### config.mk
export PLATFORM = sky130hd
export DESIGN_NAME = spb_ctrl
export DESIGN_NICKNAME = d
export VERILOG_FILES = /design/src/verilog/spb_pkg.sv /design/src/verilog/spb_ctrl.sv
export VERILOG_INCLUDE_DIRS = /design/src /design/src/verilog
export SDC_FILE = /design/constraint.sdc
export NUM_CORES = 1
export LEC_CHECK = 0
export BUFFER_PORTS_ARGS = -buffer_cell sky130_fd_sc_hd__buf_2
export CAP_MARGIN = 20
export CORE_ASPECT_RATIO = 2
export CORE_UTILIZATION = 30
export CTS_CLUSTER_DIAMETER = 200
export DETAILED_ROUTE_END_ITERATION = 10
export MAX_ROUTING_LAYER = met4
export PLACE_DENSITY = 0.6
export SLEW_MARGIN = 25
export SYNTH_ARGS = -nofsm -noshare
export SYNTH_HDL_FRONTEND = slang
export SYNTH_SLANG_ARGS = --single-unit
### constraint.sdc
create_clock -name clk_i -period 9.4 [get_ports clk_i]
set_clock_uncertainty 0.15 [all_clocks]
set_input_delay 0.94 -clock clk_i [delete_from_list [all_inputs] [get_ports clk_i]]
set_output_delay 0.94 -clock clk_i [all_outputs]
set_load 0.05 [all_outputs]
### src/verilog/spb_params.svh
// Register indices, field positions, reset values and bus constants
`ifndef SPB_PARAMS_SVH
`define SPB_PARAMS_SVH
// Register byte addresses on the register bus
`define SPB_IDX_MASK 32'h0B000908
`define SPB_IDX_PEND 32'h0B00090A
`define SPB_IDX_TXLEN 32'h0B00090C
`define SPB_IDX_CFG 32'h0B000912
// Event bit positions, shared by mask and pending
`define SPB_B_TX_UNDERRUN 11
`define SPB_B_TX_BURST_END 10
`define SPB_B_TX_FIFO_EMPTY 9
`define SPB_B_TX_SHIFT_BUSY 8
`define SPB_B_RX_OVERRUN 3
`define SPB_B_RX_BURST_END 2
`define SPB_B_RX_FIFO_FULL 1
`define SPB_B_RX_SHIFT_BUSY 0
`define SPB_EVT_BITS 16'h0F0F
`define SPB_MASK_RST 16'h0F0F
`define SPB_PEND_RST 16'h0000
`define SPB_TXLEN_RST 16'h0000
// Configuration register fields
`define SPB_CFG_TXTHR_LSB 14
`define SPB_CFG_RXTHR_LSB 6
`define SPB_CFG_WR_BITS 16'hC0C0
`define SPB_CFG_RST 16'h0000
`define SPB_CFG_ST_TXEMPTY 9
`define SPB_CFG_ST_TXBUSY 8
`define SPB_CFG_ST_RXFULL 2
// Threshold codes
`define SPB_THR_1 2'h0
`define SPB_THR_2 2'h1
`define SPB_THR_4 2'h2
`define SPB_LEN_RESERVED 16'h0000
`endif

### src/verilog/spb_pkg.sv
// Types for the serial event and burst controller
package spb_pkg;
  typedef enum logic [2:0] {
    SPB_IDLE = 3'h1,
    SPB_SHIFT = 3'h2,
    SPB_DONE = 3'h4
  } spb_burst_state_t;
endpackage
### src/verilog/spb_ctrl.sv
// Serial port event flags, masks, interrupt and transmit burst counter
//
// Added by the designer: the Wishbone interface to the registers.
`include "spb_params.svh"

// Contract
// - Transmit mask bits 11..8, one blocks
// - Receive mask bits 3..0, one blocks
// - Pending bit 11 on transmit underrun
// - Pending bit 10 on transmit burst end
// - Pending bit 9 on transmit empty threshold
// - Pending bit 8 on transmit shifter busy
// - Pending bit 3 on receive overrun
// - Pending bit 2 on receive burst end
// - Pending bit 1 on receive full threshold
// - Pending bit 0 on receive shifter busy
// - Writing one clears pending, zero keeps
// - Reserved mask and pending bits read zero
// - Burst sends exactly programmed bit count
// - Transmit empty when free reaches threshold
// - Receive full when valid reaches threshold
module spb_ctrl #(
  parameter int CNT_W = 4
) (
  // Clock and reset
  input wire logic clk_i,
  input wire logic rst_i,
  // Wishbone slave
  input wire logic cyc_i,
  input wire logic stb_i,
  input wire logic we_i,
  input wire logic [31:0] adr_i,
  input wire logic [3:0] sel_i,
  input wire logic [31:0] dat_i,
  output logic [31:0] dat_o,
  output logic ack_o,
  // Transmit side events
  input wire logic tx_underrun_i,
  input wire logic tx_shift_busy_i,
  input wire logic [CNT_W-1:0] tx_fifo_free_i,
  input wire logic tx_burst_start_i,
  input wire logic tx_bit_i,
  // Receive side events
  input wire logic rx_overrun_i,
  input wire logic rx_burst_end_i,
  input wire logic [CNT_W-1:0] rx_fifo_valid_i,
  input wire logic rx_shift_busy_i,
  // Status outputs
  output logic irq_o,
  output logic tx_fifo_empty_o,
  output logic rx_fifo_full_o,
  output logic tx_burst_active_o,
  output logic tx_burst_end_o
);

  // Byte-lane merge of a 16-bit register
  function automatic logic [15:0] lane_merge(
    input logic [15:0] old_v,
    input logic [15:0] new_v,
    input logic [1:0] sel
  );
    logic [15:0] r;
    r = old_v;
    if (sel[0]) begin
      r[7:0] = new_v[7:0];
    end
    if (sel[1]) begin
      r[15:8] = new_v[15:8];
    end
    return r;
  endfunction

  // Threshold code to word count; reserved code acts as four words
  function automatic logic [CNT_W:0] thr_words(input logic [1:0] code);
    logic [CNT_W:0] w;
    w = (CNT_W+1)'(4);
    case (code)
      `SPB_THR_1: w = (CNT_W+1)'(1);
      `SPB_THR_2: w = (CNT_W+1)'(2);
      `SPB_THR_4: w = (CNT_W+1)'(4);
      default: w = (CNT_W+1)'(4);
    endcase
    return w;
  endfunction

  // Registers decode on the full byte address; unmapped addresses still answer
  function automatic logic adr_hit(
    input logic [31:0] adr,
    input logic [31:0] idx
  );
    return adr == idx;
  endfunction

  // Bus state
  logic ack_q;
  logic ack_d;
  logic [31:0] rdat_q;
  logic [31:0] rdat_d;
  logic [15:0] mask_q;
  logic [15:0] mask_d;
  logic [15:0] pend_q;
  logic [15:0] pend_d;
  logic [15:0] txlen_q;
  logic [15:0] txlen_d;
  logic [15:0] cfg_q;
  logic [15:0] cfg_d;
  logic irq_q;
  logic irq_d;

  // Event state
  logic txe_q;
  logic txe_d;
  logic rxf_q;
  logic rxf_d;
  logic txbusy_prev_q;
  logic txbusy_prev_d;
  logic rxbusy_prev_q;
  logic rxbusy_prev_d;

  // Burst state
  spb_pkg::spb_burst_state_t st_q;
  spb_pkg::spb_burst_state_t st_d;
  logic [15:0] bitcnt_q;
  logic [15:0] bitcnt_d;

  logic req;
  logic wr;
  logic rd;
  logic [15:0] wdat;
  logic [15:0] evt;
  logic [15:0] clr;
  logic hit_mask;
  logic hit_pend;
  logic hit_txlen;
  logic hit_cfg;

  assign req = cyc_i & stb_i & ~ack_q;
  assign wr = req & we_i;
  assign rd = req & ~we_i;
  assign wdat = dat_i[15:0];

  // Address decode shared by the write and read paths
  always_comb begin
    hit_mask = adr_hit(adr_i, `SPB_IDX_MASK);
    hit_pend = adr_hit(adr_i, `SPB_IDX_PEND);
    hit_txlen = adr_hit(adr_i, `SPB_IDX_TXLEN);
    hit_cfg = adr_hit(adr_i, `SPB_IDX_CFG);
  end

  // Threshold comparisons on the live FIFO counts
  always_comb begin
    txe_d = {1'b0, tx_fifo_free_i} >= thr_words(cfg_q[`SPB_CFG_TXTHR_LSB +: 2]);
    rxf_d = {1'b0, rx_fifo_valid_i} >= thr_words(cfg_q[`SPB_CFG_RXTHR_LSB +: 2]);
    // Busy levels are kept one cycle so that only their rise raises a flag
    txbusy_prev_d = tx_shift_busy_i;
    rxbusy_prev_d = rx_shift_busy_i;
  end

  // Event sources; level sources raise a flag on their rising edge only
  always_comb begin
    evt = 16'h0000;
    evt[`SPB_B_TX_UNDERRUN] = tx_underrun_i;
    evt[`SPB_B_TX_BURST_END] = st_q == spb_pkg::SPB_DONE;
    evt[`SPB_B_TX_FIFO_EMPTY] = txe_d & ~txe_q;
    evt[`SPB_B_TX_SHIFT_BUSY] = tx_shift_busy_i & ~txbusy_prev_q;
    evt[`SPB_B_RX_OVERRUN] = rx_overrun_i;
    evt[`SPB_B_RX_BURST_END] = rx_burst_end_i;
    evt[`SPB_B_RX_FIFO_FULL] = rxf_d & ~rxf_q;
    evt[`SPB_B_RX_SHIFT_BUSY] = rx_shift_busy_i & ~rxbusy_prev_q;
  end

  always_ff @(posedge clk_i) begin
    if (rst_i) begin
      txe_q <= 1'b0;
      rxf_q <= 1'b0;
      txbusy_prev_q <= 1'b0;
      rxbusy_prev_q <= 1'b0;
    end else begin
      txe_q <= txe_d;
      rxf_q <= rxf_d;
      txbusy_prev_q <= txbusy_prev_d;
      rxbusy_prev_q <= rxbusy_prev_d;
    end
  end

  // Register file next state
  always_comb begin
    mask_d = mask_q;
    txlen_d = txlen_q;
    cfg_d = cfg_q;
    clr = 16'h0000;
    if (wr && hit_mask) begin
      mask_d = lane_merge(mask_q, wdat, sel_i[1:0]) & `SPB_EVT_BITS;
    end
    if (wr && hit_pend) begin
      clr = lane_merge(16'h0000, wdat, sel_i[1:0]);
    end
    if (wr && hit_txlen) begin
      txlen_d = lane_merge(txlen_q, wdat, sel_i[1:0]);
    end
    if (wr && hit_cfg) begin
      cfg_d = lane_merge(cfg_q, wdat, sel_i[1:0]) & `SPB_CFG_WR_BITS;
    end
    // A new event wins over a clear in the same cycle, so no event is lost to a late clear
    pend_d = ((pend_q & ~clr) | evt) & `SPB_EVT_BITS;
    // Interrupt follows the registered flags, one cycle behind them
    irq_d = |(pend_q & ~mask_q);
  end

  always_ff @(posedge clk_i) begin
    if (rst_i) begin
      mask_q <= `SPB_MASK_RST;
      pend_q <= `SPB_PEND_RST;
      txlen_q <= `SPB_TXLEN_RST;
      cfg_q <= `SPB_CFG_RST;
      irq_q <= 1'b0;
    end else begin
      mask_q <= mask_d;
      pend_q <= pend_d;
      txlen_q <= txlen_d;
      cfg_q <= cfg_d;
      irq_q <= irq_d;
    end
  end

  // Bus answer; read data stands only with ack and is zero otherwise
  always_comb begin
    ack_d = req;
    rdat_d = 32'h00000000;
    if (rd) begin
      if (hit_mask) begin
        rdat_d = {16'h0000, mask_q};
      end else if (hit_pend) begin
        rdat_d = {16'h0000, pend_q};
      end else if (hit_txlen) begin
        rdat_d = {16'h0000, txlen_q};
      end else if (hit_cfg) begin
        rdat_d[15:0] = cfg_q;
        rdat_d[`SPB_CFG_ST_TXEMPTY] = txe_q;
        rdat_d[`SPB_CFG_ST_TXBUSY] = st_q == spb_pkg::SPB_SHIFT;
        rdat_d[`SPB_CFG_ST_RXFULL] = rxf_q;
      end
    end
  end

  always_ff @(posedge clk_i) begin
    if (rst_i) begin
      ack_q <= 1'b0;
      rdat_q <= 32'h00000000;
    end else begin
      ack_q <= ack_d;
      rdat_q <= rdat_d;
    end
  end

  // Transmit burst counter; a zero length never starts, so the shifter idles
  // A length written mid-burst acts at once, since the end test is a compare
  always_comb begin
    st_d = st_q;
    bitcnt_d = bitcnt_q;
    case (st_q)
      spb_pkg::SPB_IDLE: begin
        if (tx_burst_start_i && txlen_q != `SPB_LEN_RESERVED) begin
          st_d = spb_pkg::SPB_SHIFT;
          bitcnt_d = 16'h0000;
        end
      end
      spb_pkg::SPB_SHIFT: begin
        if (tx_bit_i) begin
          if (bitcnt_q + 16'h0001 >= txlen_q) begin
            st_d = spb_pkg::SPB_DONE;
          end
          bitcnt_d = bitcnt_q + 16'h0001;
        end
      end
      spb_pkg::SPB_DONE: begin
        st_d = spb_pkg::SPB_IDLE;
      end
      default: begin
        st_d = spb_pkg::SPB_IDLE;
      end
    endcase
  end

  always_ff @(posedge clk_i) begin
    if (rst_i) begin
      st_q <= spb_pkg::SPB_IDLE;
      bitcnt_q <= 16'h0000;
    end else begin
      st_q <= st_d;
      bitcnt_q <= bitcnt_d;
    end
  end

  // One-hot state bits feed the outputs directly
  assign dat_o = rdat_q;
  assign ack_o = ack_q;
  assign irq_o = irq_q;
  assign tx_fifo_empty_o = txe_q;
  assign rx_fifo_full_o = rxf_q;
  assign tx_burst_active_o = st_q[1];
  assign tx_burst_end_o = st_q[2];

endmodule

==> impl_metrics.py <==
metrics = {
    "power": {
        "p_sw_uw": 171,
        "pwr-share-comb_pct": 8.4,
        "p_per_area_nw_per_um2": 146,
        "leakage_uw": 0.00210,
        "intPower_uw": 560,
        "seq_power_share_pct": 45.6,
        "ir_drop_mv": 0.0683,
        "p_sw_share_pct": 23.4,
        "clockPowerShare_pct": 46.1,
    },
    "synthesis": {
        "syn_area_per_cell_um2": 8.78,
        "ys_seq_area_share_pct": 36.8,
        "synth_cells": 477,
        "synth.most_common_cell": "dfxtp_1",
        "synth_commonest_cells": "dfxtp_1, nor2_1, inv_1",
        "yosysWarnings": 0,
        "synth_area_um2": 4190,
        "async_reset_ff_share_pct": 0,
        "synth.distinct_cells": 58,
        "synth.area.top_cells": "dfxtp_1, ha_1, nor2_1, mux2i_1, a21oi_1",
        "synth.top_cell.area_share_pct": 36.8,
        "ys_ff_latch": 77,
        "synth_area_leader_cell": "dfxtp_1",
        "synth-edff-count": 0,
        "synthFlopType": "dfxtp_1",
    },
    "detailed_routing": {
        "avgViaCountPerCell": 5.21,
        "wl_per_cell_um": 16.5,
        "dr_wl_met2_mm": 6.91,
        "antenna_left": 0,
        "m1WireLength_mm": 3.79,
        "drt_iter0_drc": 171,
        "routed_wl_mm": 11.9,
        "dr_total_vias": 3760,
        "drc": 0,
        "top_layer": "met4",
        "dr.pass1.iters": 5,
        "wl_met3_um": 486,
    },
    "global_route": {
        "track_usage_pct": 17.0,
        "overflow": 0,
        "antenna_found_initial": 0,
        "grt_pass1_vias": 3704,
        "grt_max_degree": 61,
        "grt_pass1_wl_mm": 18.1,
    },
    "floorplanning": {
        "dieArea_um2": 14500,
        "fp.dieH_um": 169,
        "die_x_um": 85.6,
        "core_um2": 13500,
        "start_util_pct": 31.0,
        "row_count": 60,
        "ios": 126,
    },
    "finish": {
        "antennaDiodeCount": 0,
        "fin_nets": 674,
        "drive_above_1_share_pct": 22.3,
        "area_growth_pct": 19.5,
    },
    "timing": {
        "setup_viol": 0,
        "timing.final.crit_share_pct": 42.0,
        "max_slew_margin_pct": 25.4,
        "tns_ns": 0,
        "fin_crit_ns": 3.95,
        "fin_ws_ns": 5.45,
        "worst_pin_slew_ns": 1.11,
        "final_max_slew_viol_count": 0,
        "timing.fmax_mhz": 253,
        "finalHoldViolCount": 0,
        "rsz0062_at_grt": "no",
    },
    "place": {
        "place.gp.congestion": 0.891,
        "dpl_worst_slack_ns": 5.47,
        "dp_hpwl_mm": 9.54,
        "portBuffers": 91,
    },
    "worst_setup_path": {
        "path_cells": "nand3_1 > nor3_1 > nor3b_1 > and3_1 > xor2_1 > ha_1 > nand4_1 > or3_1 > a221oi_1 > or4_1 > and3_1",
        "timing.rr.end": "st_q[2]",
        "cpMaxStageDelayCell": "nor3b_1",
        "max_stage_delay_ns": 0.59,
        "critPathMaxFanout": 6,
        "ff2ff_path_depth": 11,
        "rrSetupSlack_ns": 5.45,
        "critPathKind": "flip-flop to flip-flop",
        "r2r-start": "bitcnt_q[2]",
        "crit_arrival_ns": 4.07,
        "required_ns": 9.52,
        "cp_top_family": "simple AND/OR/NAND/NOR gates",
        "crit_top_cell": "and3_1",
        "endpoint_kind": "flip-flop",
        "cp_num_buf_inv": 0,
        "cp-start-kind": "flip-flop",
    },
    "clock_network": {
        "clock_sinks": 77,
        "clock_path_buffers": 2,
        "root_buffer": "clkbuf_16",
        "h-tree-depth": 3,
        "cts_setup_buffers": 0,
        "cts.clk_slew.worst_paths_ns": 0.06,
        "cts_inserted_buffers": 9,
        "clk_latency_ns": 0.33,
        "cts_resized": 0,
        "ctsHoldBuffers": 0,
        "cts_tree": "done",
    },
    "outcome": {
        "status": "finished, final reports clean",
    },
    "worst_hold_path": {
        "hold_path_class": "flip-flop to flip-flop",
        "min_path_cells": 2,
        "hold_start": "pend_q[2]",
        "hold_end": "dat_o[2]",
    },
    "job": {
        "cap_viol_max_count": 0,
    },
}
## power by group through the flow
stage | sequential (uW) | combinational [uW] | clock [uW]
final | 333 | 61.2 | 336
after global routing | 333 | 65.6 | 355
after CTS | 333 | 61.4 | 340
after detailed placement | 340 | 61.2 | 0
after global placement | 340 | 60.0 | 0
after floorplan | 342 | 38.9 | 0
## worst max path at each step
stage,to,slack [ns],cells after the start,from
floorplan,st_q[2],6.23,11,bitcnt_q[2]
detailed placement,st_q[2],5.47,11,bitcnt_q[2]
finish,st_q[2],5.45,11,bitcnt_q[2]
global placement,st_q[2],5.51,11,bitcnt_q[2]
CTS,st_q[2],5.47,11,bitcnt_q[2]
global route,st_q[2],5.20,11,bitcnt_q[2]
## kinds of logic (layout without fill, tap and decap cells)
logic type / Yosys count / in the layout / share of synthesized area, %
AO/OA/AOI/OAI: 97 / 97 / 15.5
multiplexers: 20 / 20 / 4.78
XOR/XNOR: 14 / 14 / 2.93
other: 1 / 16 / 0.0895
AND/OR/NAND/NOR: 176 / 176 / 25.4
adder cells (fa/ha/maj): 23 / 23 / 6.87
buffers and inverters: 69 / 143 / 7.73
flip-flops: 77 / 77 / 36.8
## per-stage QoR
step	power, uW	cell area [um2]	instances	hold slack (ns)	utilization [%]
after floorplan	381	4250	492	0.286	-
after CTS	734	5000	721	0.322	37.0
after global placement	400	4720	707	0.312	34.9
after global routing	753	5010	721	0.322	37.0
after detailed placement	401	4720	707	0.314	34.9
final	730	5010	721	0.325	37.0
## flip-flops by register name (all words and copies together) (netlist names)
signal           flops
ack_o                1
bitcnt_q            16
cfg_q                4
dat_o               16
irq_o                1
mask_q               8
pend_q               8
rx_fifo_full_o       1
rxbusy_prev_q        1
st_q                 3
tx_fifo_empty_o      1
txbusy_prev_q        1
txlen_q             16
## layout make-up
type | count | area [um2]
fill | 1398 | 8510
multi-input combinational | 346 | 2390
sequential | 77 | 1540
timing repair buffer | 92 | 463
clock buffer | 12 | 246
tap | 155 | 194
inverter | 37 | 139
clock inverter | 2 | 35.0
## routing by layer
metal | up-vias | track usage (%)
li1 | 1843 | -
met2 | 148 | 33.8
met1 | 1727 | 13.4
met4 | 0 | 12.7
met5 | - | -
met3 | 42 | 2.38
## tightest hold or removal path, delay by kind of cell, from the launching register on
kind            cells  cell delay, ns
flops               1            0.31
compound gates      1            0.06
simple gates        1            0.06
## placed cells by master (no fill, tap or decap), drive strengths merged, types with 3 or more instances in the layout
master,count
a21boi,5
nand3b,3
or3,3
nor4,11
a21oi,36
a22oi,5
or4,5
inv,37
dfxtp,77
nand4,7
a32o,3
xor2,9
nand2,20
nor2,59
buf,92
o22ai,4
o21ai,15
a222oi,3
mux2i,20
nor4b,5
and3,5
o21a,7
conb,16
xnor2,5
ha,23
nor3,27
nor2b,7
nor3b,5
a2111oi,3
clkbuf,12
nand3,12
Note: power is estimated with default switching activity, not from simulation.
